### config.mk
export PLATFORM = sky130hd
export DESIGN_NAME = ewa_ext_write
export DESIGN_NICKNAME = d
export VERILOG_FILES = /design/src/verilog/ewa_pkg.sv /design/src/verilog/ewa_ext_write.sv
export VERILOG_INCLUDE_DIRS = /design/src /design/src/verilog
export SDC_FILE = /design/constraint.sdc
export NUM_CORES = 1
export LEC_CHECK = 0
export BUFFER_PORTS_ARGS = -buffer_cell sky130_fd_sc_hd__clkbuf_2
export CORE_MARGIN = 1.5
export CORE_UTILIZATION = 49
export CTS_CLUSTER_SIZE = 30
export DETAILED_ROUTE_END_ITERATION = 10
export PLACE_DENSITY = 0.77
export SLEW_MARGIN = 0
export SYNTH_ARGS = -nofsm -noshare
export SYNTH_HDL_FRONTEND = slang
export SYNTH_SLANG_ARGS = --single-unit
### constraint.sdc
create_clock -name clk -period 2.8 [get_ports clk]
set_input_delay 0.28 -clock clk [delete_from_list [all_inputs] [get_ports clk]]
set_output_delay 0.28 -clock clk [all_outputs]
set_load 0.01 [all_outputs]
### src/verilog/ewa_defs.svh
`ifndef EWA_DEFS_SVH
`define EWA_DEFS_SVH
// direct byte addresses
`define EWA_ADDR_HI 8'h02
`define EWA_ADDR_LO 8'h03
`define EWA_DATA_B0 8'h04
`define EWA_DATA_B3 8'h07
`define EWA_CTRL_HI 8'h08
`define EWA_CTRL_LO 8'h09
`define EWA_KEY_HI 8'h3c
`define EWA_SPEC_HI 8'h1e
// field positions
`define EWA_EXEC_BIT 7
`define EWA_SPEC_MSB 3
// extended map
`define EWA_CUSTOMER_FIELD_ONE_TWO 6'h17
`define EWA_CUSTOMER_FIELD_ONE_ONE 6'h1f
`define EWA_SHADOW_OFS 8'h40
`define EWA_LOCK_OPEN 4'h0
`define EWA_LOCK_NV 4'hc
`define EWA_LOCK_ALL 4'h3
`define EWA_SPEC_LOW 4'h1
`define EWA_SPEC_HIGH 4'h2
`define EWA_SPEC_NORMAL 4'h0
// keycode sequence
`define EWA_KEY_0 8'h00
`define EWA_KEY_1 8'h27
`define EWA_KEY_2 8'h81
`define EWA_KEY_3 8'h1f
`define EWA_KEY_4 8'h77
`define EWA_KEY_LAST 3'h4
// timing
`define EWA_NV_WRITE_MS 24
`define EWA_CLK_KHZ 20000
`endif

### src/verilog/ewa_pkg.sv
package ewa_pkg;
   // protection fields read from the nonvolatile store
   typedef struct packed {
      logic [3:0] lock;
      logic customerUseDisable;
      logic lockBypass;
      logic unlockBypass;
   } ewa_cfg_type;
   // staged write for the memory side
   typedef struct packed {
      logic [7:0] addr;
      logic [31:0] data;
   } ewa_req_type;
   typedef enum logic [1:0] {
      EWA_IDLE,
      EWA_CHECK,
      EWA_NVWAIT
   } ewa_state_type;
endpackage

### src/verilog/ewa_ext_write.sv
`timescale 1ns/1ns
`default_nettype none
`include "ewa_defs.svh"
module ewa_ext_write #(
   parameter int NV_TIMEOUT_CYC = `EWA_NV_WRITE_MS * `EWA_CLK_KHZ
) (
   input wire logic clk,
   input wire logic reset,
   input wire logic regWrStrobe,
   input wire logic [7:0] regWrAddr,
   input wire logic [7:0] regWrData,
   input wire logic regRdStrobe,
   input wire logic [7:0] regRdAddr,
   output logic [15:0] regRdData,
   output logic regRdValid,
   input wire ewa_pkg::ewa_cfg_type cfgFields,
   output ewa_pkg::ewa_req_type writeReq,
   output logic nvWriteStart,
   input wire logic nvWriteDone,
   input wire logic nvWriteAbort,
   output logic shadowWriteEn,
   output logic [3:0] senseMode,
   output logic writeBusy,
   output logic writeDone,
   output logic extAccessWarn,
   output logic extAccessError,
   input wire logic clearWarn,
   input wire logic clearError
);
   // ****************************************************
   // staged registers
   // ****************************************************
   logic [7:0] addrQ;
   logic [31:0] dataQ;
   logic [3:0] specialQ;
   logic trigQ;
   logic doneQ;
   logic warnQ;
   logic errQ;
   logic unlockedQ;
   logic [2:0] keyStepQ;
   logic [18:0] nvCountQ;
   logic nvStartQ;
   logic shadowWeQ;
   logic [15:0] rdDataQ;
   logic rdValidQ;
   ewa_pkg::ewa_state_type stateQ;
   logic permitted;
   logic isShadow;
   logic execWrite;
   logic timeout;

   // expected keycode byte at each step
   function automatic logic [7:0] keyByte(input logic [2:0] step);
      case (step)
         3'h0: keyByte = `EWA_KEY_0;
         3'h1: keyByte = `EWA_KEY_1;
         3'h2: keyByte = `EWA_KEY_2;
         3'h3: keyByte = `EWA_KEY_3;
         default: keyByte = `EWA_KEY_4;
      endcase
   endfunction

   // write permission for one extended address
   function automatic logic allowWrite(input logic [7:0] xa, input ewa_pkg::ewa_cfg_type c,
                                       input logic unl);
      logic locked;
      logic custField;
      logic [5:0] base;
      base = xa[5:0]; // shadow shares its cell's customer-field rule
      locked = (c.lock == `EWA_LOCK_ALL) ||
               ((c.lock == `EWA_LOCK_NV) && (xa < `EWA_SHADOW_OFS));
      custField = (base == `EWA_CUSTOMER_FIELD_ONE_TWO) || ((base == `EWA_CUSTOMER_FIELD_ONE_ONE) && c.customerUseDisable);
      if (custField) begin
         allowWrite = (!locked || c.lockBypass) && (c.unlockBypass || unl);
      end else begin
         allowWrite = !locked && unl;
      end
   endfunction

   assign execWrite = regWrStrobe && (regWrAddr == `EWA_CTRL_HI) && regWrData[`EWA_EXEC_BIT];
   assign isShadow = addrQ >= `EWA_SHADOW_OFS;
   assign permitted = allowWrite(addrQ, cfgFields, unlockedQ);
   assign timeout = nvCountQ == 19'(NV_TIMEOUT_CYC - 1);

   // ****************************************************
   // staged address and data
   // ****************************************************
   // address low byte and data bytes, most significant first
   always_ff @(posedge clk or posedge reset) begin
      if (reset) begin
         addrQ <= 8'h00;
         dataQ <= 32'h0000_0000;
      end else if (regWrStrobe) begin
         if (regWrAddr == `EWA_ADDR_LO) begin
            addrQ <= regWrData;
         end
         if (regWrAddr >= `EWA_DATA_B0 && regWrAddr <= `EWA_DATA_B3) begin
            case (regWrAddr[1:0])
               2'h0: dataQ[31:24] <= regWrData;
               2'h1: dataQ[23:16] <= regWrData;
               2'h2: dataQ[15:8] <= regWrData;
               default: dataQ[7:0] <= regWrData;
            endcase
         end
      end
   end

   // ****************************************************
   // keycode and margin mode
   // ****************************************************
   // five writes in order unlock until power cycle
   always_ff @(posedge clk or posedge reset) begin
      if (reset) begin
         keyStepQ <= 3'h0;
         unlockedQ <= 1'b0;
      end else if (regWrStrobe && regWrAddr == `EWA_KEY_HI && !unlockedQ) begin
         if (regWrData == keyByte(keyStepQ)) begin
            if (keyStepQ == `EWA_KEY_LAST) begin
               unlockedQ <= 1'b1;
            end else begin
               keyStepQ <= keyStepQ + 3'h1;
            end
         end else if (regWrData == `EWA_KEY_0) begin
            keyStepQ <= 3'h1;
         end else begin
            keyStepQ <= 3'h0;
         end
      end
   end

   // only the two margin values are kept
   always_ff @(posedge clk or posedge reset) begin
      if (reset) begin
         specialQ <= `EWA_SPEC_NORMAL;
      end else if (regWrStrobe && regWrAddr == `EWA_SPEC_HI) begin
         if (regWrData[`EWA_SPEC_MSB:0] == `EWA_SPEC_LOW ||
             regWrData[`EWA_SPEC_MSB:0] == `EWA_SPEC_HIGH) begin
            specialQ <= regWrData[`EWA_SPEC_MSB:0];
         end else begin
            specialQ <= `EWA_SPEC_NORMAL;
         end
      end
   end

   // ****************************************************
   // write sequencer
   // ****************************************************
   // trigger is synchronised one cycle, then checked
   always_ff @(posedge clk or posedge reset) begin
      if (reset) begin
         stateQ <= ewa_pkg::EWA_IDLE;
         trigQ <= 1'b0;
         nvStartQ <= 1'b0;
         shadowWeQ <= 1'b0;
         nvCountQ <= 19'h0_0000;
      end else begin
         trigQ <= execWrite && stateQ == ewa_pkg::EWA_IDLE && !trigQ;
         nvStartQ <= 1'b0;
         shadowWeQ <= 1'b0;
         case (stateQ)
            ewa_pkg::EWA_IDLE: begin
               if (trigQ) begin
                  stateQ <= ewa_pkg::EWA_CHECK;
               end
            end
            ewa_pkg::EWA_CHECK: begin
               if (!permitted) begin
                  stateQ <= ewa_pkg::EWA_IDLE;
               end else if (isShadow) begin
                  shadowWeQ <= 1'b1;
                  stateQ <= ewa_pkg::EWA_IDLE;
               end else begin
                  nvStartQ <= 1'b1;
                  nvCountQ <= 19'h0_0000;
                  stateQ <= ewa_pkg::EWA_NVWAIT;
               end
            end
            ewa_pkg::EWA_NVWAIT: begin
               nvCountQ <= nvCountQ + 19'h0_0001;
               if (nvWriteDone || nvWriteAbort || timeout) begin
                  stateQ <= ewa_pkg::EWA_IDLE;
               end
            end
            default: stateQ <= ewa_pkg::EWA_IDLE;
         endcase
      end
   end

   // done clears on a new execute, sets at every finish
   always_ff @(posedge clk or posedge reset) begin
      if (reset) begin
         doneQ <= 1'b0;
      end else if (stateQ == ewa_pkg::EWA_CHECK && (!permitted || isShadow)) begin
         doneQ <= 1'b1;
      end else if (stateQ == ewa_pkg::EWA_NVWAIT && (nvWriteDone || nvWriteAbort || timeout)) begin
         doneQ <= 1'b1;
      end else if (trigQ) begin
         doneQ <= 1'b0;
      end
   end

   // sticky warning and error, set wins over clear
   always_ff @(posedge clk or posedge reset) begin
      if (reset) begin
         warnQ <= 1'b0;
         errQ <= 1'b0;
      end else begin
         if (stateQ == ewa_pkg::EWA_CHECK && !permitted) begin
            warnQ <= 1'b1;
         end else if (clearWarn) begin
            warnQ <= 1'b0;
         end
         if (stateQ == ewa_pkg::EWA_NVWAIT && (nvWriteAbort || timeout) && !nvWriteDone) begin
            errQ <= 1'b1;
         end else if (clearError) begin
            errQ <= 1'b0;
         end
      end
   end

   // ****************************************************
   // read port
   // ****************************************************
   // word reads; odd address gives low byte only
   always_ff @(posedge clk or posedge reset) begin
      if (reset) begin
         rdDataQ <= 16'h0000;
         rdValidQ <= 1'b0;
      end else begin
         rdValidQ <= regRdStrobe;
         if (regRdStrobe) begin
            case ({regRdAddr[7:1], 1'b0})
               `EWA_ADDR_HI: rdDataQ <= {8'h00, addrQ};
               `EWA_DATA_B0: rdDataQ <= dataQ[31:16];
               `EWA_DATA_B0 + 8'h02: rdDataQ <= dataQ[15:0];
               `EWA_CTRL_HI: rdDataQ <= {7'h00, stateQ != ewa_pkg::EWA_IDLE || trigQ, 7'h00, doneQ};
               `EWA_SPEC_HI: rdDataQ <= {4'h0, specialQ, 8'h00};
               default: rdDataQ <= 16'h0000;
            endcase
            if (regRdAddr[0]) begin
               rdDataQ[15:8] <= 8'h00;
            end
         end
      end
   end

   assign regRdData = rdDataQ;
   assign regRdValid = rdValidQ;
   assign writeReq = {addrQ, dataQ};
   assign nvWriteStart = nvStartQ;
   assign shadowWriteEn = shadowWeQ;
   assign senseMode = specialQ;
   assign writeBusy = stateQ != ewa_pkg::EWA_IDLE || trigQ;
   assign writeDone = doneQ;
   assign extAccessWarn = warnQ;
   assign extAccessError = errQ;

   // ****************************************************
   // checks
   // ****************************************************
   a_exec_starts: assert property (@(posedge clk) disable iff (reset)
      execWrite && !writeBusy |=> trigQ ##1 stateQ == ewa_pkg::EWA_CHECK)
      else $error("execute did not start a write");
   a_exec_zero_idle: assert property (@(posedge clk) disable iff (reset)
      regWrStrobe && regWrAddr == `EWA_CTRL_HI && !execWrite && !writeBusy |=> !trigQ)
      else $error("execute clear started a write");
   a_shadow_fast: assert property (@(posedge clk) disable iff (reset)
      stateQ == ewa_pkg::EWA_CHECK && isShadow && permitted |=> shadowWriteEn && writeDone && !writeBusy)
      else $error("shadow write not one cycle");
   a_violation_flags: assert property (@(posedge clk) disable iff (reset)
      stateQ == ewa_pkg::EWA_CHECK && !permitted |=> writeDone && extAccessWarn && !nvWriteStart && !shadowWriteEn)
      else $error("violation not reported");
   a_abort_error: assert property (@(posedge clk) disable iff (reset)
      stateQ == ewa_pkg::EWA_NVWAIT && nvWriteAbort && !nvWriteDone |=> extAccessError && writeDone)
      else $error("abort did not set error");
   a_locked_other: assert property (@(posedge clk) disable iff (reset)
      nvWriteStart && writeReq.addr[5:0] != `EWA_CUSTOMER_FIELD_ONE_TWO && writeReq.addr[5:0] != `EWA_CUSTOMER_FIELD_ONE_ONE
      |-> cfgFields.lock != `EWA_LOCK_NV && cfgFields.lock != `EWA_LOCK_ALL && unlockedQ)
      else $error("locked location written");
   a_key_unlock: assert property (@(posedge clk) disable iff (reset)
      regWrStrobe && regWrAddr == `EWA_KEY_HI && keyStepQ == `EWA_KEY_LAST && regWrData == `EWA_KEY_4
      |=> unlockedQ)
      else $error("keycode did not unlock");
   a_margin_hold: assert property (@(posedge clk) disable iff (reset)
      senseMode == `EWA_SPEC_LOW && !(regWrStrobe && regWrAddr == `EWA_SPEC_HI) |=> $stable(senseMode))
      else $error("margin mode lost");
   a_done_readback: assert property (@(posedge clk) disable iff (reset)
      regRdStrobe && regRdAddr == `EWA_CTRL_HI |=> regRdValid && regRdData[0] == $past(doneQ))
      else $error("done flag not at bit 0");
endmodule
`default_nettype wire

Yosys cells after proc, flatten, opt, wreduce, memory -nomap -nowiden. Cells that the tools add are included.

Bits in registers: 92. Input bits: 39. Output and inout port bits: 67. Logic and storage cells: 136.

Add/sub/neg operators: 2. $lt $le $gt $ge: 4. Equal/unequal tests: 30. Mux-type cells: 30. Bitwise gates (word level): 1. Reduce and logical (&&, ||, !) cells: 51.

Operator list (number): 16-bit one-hot mux with 5 select lines (1); 19-bit 2-to-1 mux (2); 19-bit one-hot mux with 2 select lines (1); 8-bit one-hot mux with 4 select lines (1); 19-bit by 1-bit adder with 19-bit output, second input constant (1); 19-bit == test, second input constant (1); 3-bit AND reduction (6); 1-bit logical AND (17); 8-bit 2-to-1 mux (2); 1-bit 2-to-1 mux (15); 7-bit by 2-bit == test with 1-bit output, second input constant (2); 6-bit by 5-bit == test with 1-bit output, second input constant (2); 1-bit logical OR (10); 2-bit != test, second input constant (5); 4-bit by 2-bit == test with 1-bit output, second input constant (2); 8-bit by 2-bit == test with 1-bit output, second input constant (1); 8-bit by 4-bit == test with 1-bit output, second input constant (1); 8-bit by 5-bit == test with 1-bit output, second input constant (1); 8-bit by 6-bit == test with 1-bit output, second input constant (1); 8-bit == test (1); 8-bit by 3-bit greater-or-equal comparator with 1-bit output, second input constant (1); 8-bit by 7-bit greater-or-equal comparator with 1-bit output, second input constant (1); 8-bit by 3-bit less-or-equal comparator with 1-bit output, second input constant (1); 8-bit logical NOT (1); other kinds (24) (41).

Logic depth before layout (Yosys ltp).
Word-level depth: 11. Gate-level depth with buffers: 8. Gate-level depth less buffers: 7.

Worst setup path after synthesis. OpenSTA, ideal clock, no wires.

Path type: reg-to-reg. Start point: register keyStepQ[0]. End point: register keyStepQ[0]. Library setup time: 124 ps. Arrival: 1932 ps. Required time: 2676 ps. Setup slack: 744 ps. Stages on the path, launching flop included: 7. Buffers on the path: 0. Period minus slack after synthesis: 2056 ps. Path through: dfrtp_1 ha_1 ha_1 or4_1 a31oi_1 nand3_1 a211o_1.

Cells in the longest elaborated chain, start to end: 6. Elaborated cells on any way between the ends: 13. Classes of those cells: add/sub (1); eq/ne (6); mux (4); reduce/logical (2).

RTL lines: from (decl) (line ewa_ext_write.sv:41) `logic [2:0] keyStepQ;`; from (signal assigned) (line ewa_ext_write.sv:122) `keyStepQ <= keyStepQ + 3'h1;`; 3-bit by 2-bit == test with 1-bit output (tied with other cells) (line ewa_ext_write.sv:55) `case (step)`; 8-bit one-hot mux with 4 select lines (line ewa_ext_write.sv:55); 8-bit 2-to-1 mux (line ewa_ext_write.sv:117) `` end else if (regWrStrobe && regWrAddr == `EWA_KEY_HI && !unlockedQ) begin ``; 8-bit == test (line ewa_ext_write.sv:118) `if (regWrData == keyByte(keyStepQ)) begin`; 2-bit != test (no line); 2-bit AND reduction (no line).

Parallel ways exist; a longest one is shown, timed or not. The select of a mux whose other input is x is not followed. A chain may end at the register's enable or synchronous reset.

Worst setup path in the final report.
Start point: register keyStepQ[2]. End point: register keyStepQ[0].

The elaborated chain is that of the path after synthesis.

==> impl_metrics.py <==
metrics = {
    "die": {
        "die_w_um": 99.8,
        "fp.coreArea_mm2": 0.00915,
        "initial_core_util": 0.501,
        "fp.dieArea_mm2": 0.00995,
        "die_h_um": 99.8,
        "ios": 106,
        "rows": 35,
    },
    "timing": {
        "setup_violations": 0,
        "finalCritPeriodShare": 0.848,
        "slew_headroom": 0.492,
        "finClkSkew_ps": 12.1,
        "fin_ws_ps": 427,
        "period_minus_slack_ps": 2370,
        "hold_viol": 0,
        "setup_tns_ps": 0,
        "timing.final.max_slew_violations": 0,
        "worstMarginPinSlew_ps": 756,
        "rsz0062_at_grt": "false",
        "fmax_mhz": 421,
    },
    "logic_synthesis": {
        "syn_nets": 456,
        "ys_warn_count": 0,
        "seq_area_frac_synth": 0.502,
        "postSynthCellCount": 411,
        "async_reset_ff_frac": 1.00,
        "syn-cell-area_mm2": 0.00459,
        "synth_ff_type": "dfrtp_1",
        "synth_edf_count": 0,
        "synth-seq-cells": 92,
        "syn_avg_cell_area_um2": 11.2,
        "synthDistinctLibCells": 61,
    },
    "layout": {
        "instances_no_fill": 633,
        "final_nets": 562,
        "layout_commonest_cell": "clkbuf_2",
        "area_growth_pct": 19.1,
        "drive_above_1_share": 0.358,
        "diodes": 0,
        "design_area_mm2": 0.00546,
        "mostFrequentLayoutCells": "clkbuf_2, dfrtp_1, mux2_2",
        "fill_cells": 733,
        "finish.utilization": 0.597,
    },
    "clock_tree": {
        "cts_sinks": 92,
        "tritoncts": "done",
        "cts_root_buf": "clkbuf_8",
        "cts_buffers": 9,
        "worstSkewPairLatency_ps": 360,
        "clk_pin_slew_ps": 90,
        "cts_setup_buffers": 0,
        "cts.path.max_buffers": 2,
        "htreeDepth": 3,
        "hold_buffers": 1,
        "cts_resized": 0,
    },
    "place": {
        "place_worst_setup_slack_ps": 545,
        "hpwlAfterDp_mm": 8.32,
        "globalplace.congestion": 0.850,
        "dp.cells": 616,
        "placed_area_mm2": 0.00522,
        "port_buffers": 105,
    },
    "detailed_routing": {
        "wl_met3_um": 604,
        "wl_met2_mm": 5.31,
        "ant_nets": 0,
        "wl_mm": 11.2,
        "first_pass_iters": 5,
        "viasPerCell": 5.92,
        "drtIter0Drc": 273,
        "routed-via-count": 3748,
        "routedWlPerCell_um": 17.7,
        "top_layer_used": "met4",
        "drt_drc_violations_left": 0,
        "met1Wirelength_mm": 5.00,
    },
    "flow_run": {
        "cap_violations": 0,
    },
    "setup_path": {
        "cp_data_arrival_time_ps": 2630,
        "cp-end-kind": "flop",
        "crit_type": "flop to flop",
        "start_kind": "flop",
        "cp_max_fo": 15,
        "cp.required_ps": 3050,
    },
    "global_routing": {
        "first_global_vias": 3635,
        "grt_use_total": 0.234,
        "grt_max_degree": 37,
        "grt_first_pass_wirelength_mm": 18.3,
        "grt_overflow": 0,
        "antenna_found_initial": 0,
    },
    "power": {
        "p_per_area_mw_per_mm2": 499,
        "vdd_ir_drop_max_mv": 0.254,
        "p_leak_nw": 2.69,
    },
    "run_status": {
        "outcome": "completed",
    },
    "hold_path": {
        "hold_class": "primary input to flop",
    },
}
path summary, 6_finish.rpt:
check	from	endpoint	slack (ps)	cells past startpoint
hold / removal	regRdStrobe	regRdValid	70	1
setup / recovery	keyStepQ[2]	keyStepQ[0]	430	7
hold reg to reg	stateQ[1]	stateQ[0]	490	1
setup reg to reg	keyStepQ[2]	keyStepQ[0]	430	7
min in group asynchronous	reset	regRdData[2]	500	3
max in group asynchronous	reset	unlockedQ	1540	4
area by class of cell:
type,count,area (µm²),area share
Multi-Input combinational cell,288,2160,0.395
Clock buffer,9,124,0.0227
Sequential cell,92,2300,0.422
Clock inverter,7,105,0.0192
Tap cell,111,139,0.0254
Timing Repair Buffer,112,581,0.106
Inverter,14,53.8,0.00985
metrics by stage:
| stage | hold slack [ps] | power, mW |
|---|---|---|
| 3_3_place_gp | 340 | 1.72 |
| 4_1_cts | 55.0 | 2.74 |
| 6_report | 68.9 | 2.72 |
| 5_1_grt | 59.4 | 2.83 |
| 2_1_floorplan | 311 | 1.61 |
| 3_5_place_dp | 353 | 1.73 |
synthesized netlist by cell type, types with 2 or more instances:
library cell | n | share of area
a22oi_1 | 8 | 0.013
dfrtp_1 | 92 | 0.50
inv_1 | 14 | 0.011
a21oi_1 | 11 | 0.012
a211o_1 | 2 | 0.0038
nor3b_1 | 4 | 0.0065
o22ai_1 | 3 | 0.0041
o21bai_1 | 2 | 0.0033
xor2_1 | 4 | 0.0076
o2111ai_1 | 3 | 0.0057
nor4bb_1 | 2 | 0.0044
xnor2_1 | 7 | 0.013
clkbuf_1 | 7 | 0.0057
buf_1 | 3 | 0.0025
nand3b_2 | 2 | 0.0049
ha_1 | 6 | 0.016
a21o_1 | 3 | 0.0049
nor3_1 | 10 | 0.011
a31oi_1 | 4 | 0.0055
nand3b_1 | 2 | 0.0033
o2bb2ai_1 | 15 | 0.029
and2_1 | 4 | 0.0055
mux2i_1 | 10 | 0.022
nor4_1 | 3 | 0.0041
or4_1 | 2 | 0.0033
mux2_2 | 49 | 0.12
nor2_1 | 31 | 0.025
and3_1 | 3 | 0.0041
or3_1 | 4 | 0.0055
o21ai_0 | 9 | 0.0098
nor4b_1 | 2 | 0.0038
nand4_1 | 5 | 0.0068
nor2b_1 | 4 | 0.0055
nand2_1 | 25 | 0.020
nand2b_1 | 10 | 0.014
nand3_1 | 14 | 0.015
buf_2 | 6 | 0.0065
a41oi_1 | 2 | 0.0038
and4_1 | 2 | 0.0038
registers in the layout, indices dropped and copies added (netlist names), 2 cells and up:
name and flops:
regRdData 16, senseMode 4, keyStepQ 3, dataQ 32, addrQ 8, stateQ 2
nvCountQ 19
where the power goes:
| group | leakage (nW) | internal [mW] | switching (mW) |
|---|---|---|---|
| registers | 1.19 | 1.37 | 0.0468 |
| clock network | 0.112 | 0.517 | 0.503 |
| logic | 1.39 | 0.118 | 0.164 |
| total | 2.69 | 2.01 | 0.714 |
per-layer routing:
| metal | GRT usage | vias to the layer above |
|---|---|---|
| met5 | 0 | - |
| met4 | 0.0975 | 0 |
| met3 | 0.0415 | 25 |
| met2 | 0.374 | 151 |
| met1 | 0.318 | 1854 |
| li1 | - | 1718 |
kinds of logic after synthesis:
group	Yosys count	share of synthesized area
and+or+nand+nor	137	0.168
AOI/OAI and AO/OA	75	0.123
adders and majority gates	6	0.0164
xor gates and xnor gates	11	0.0210
muxes	59	0.142
buffers and inverters	31	0.0278
DFF	92	0.502
worst max-delay path, cell delays in order (launching register included):
cell and delay, ps:
dfrtp_1 590, inv_1 90, ha_1 290, nor4b_1 380, a32oi_1 110, a22oi_1 370
nand3_1 170, a211o_1 280
Note: power is estimated with default switching activity, not from simulation.
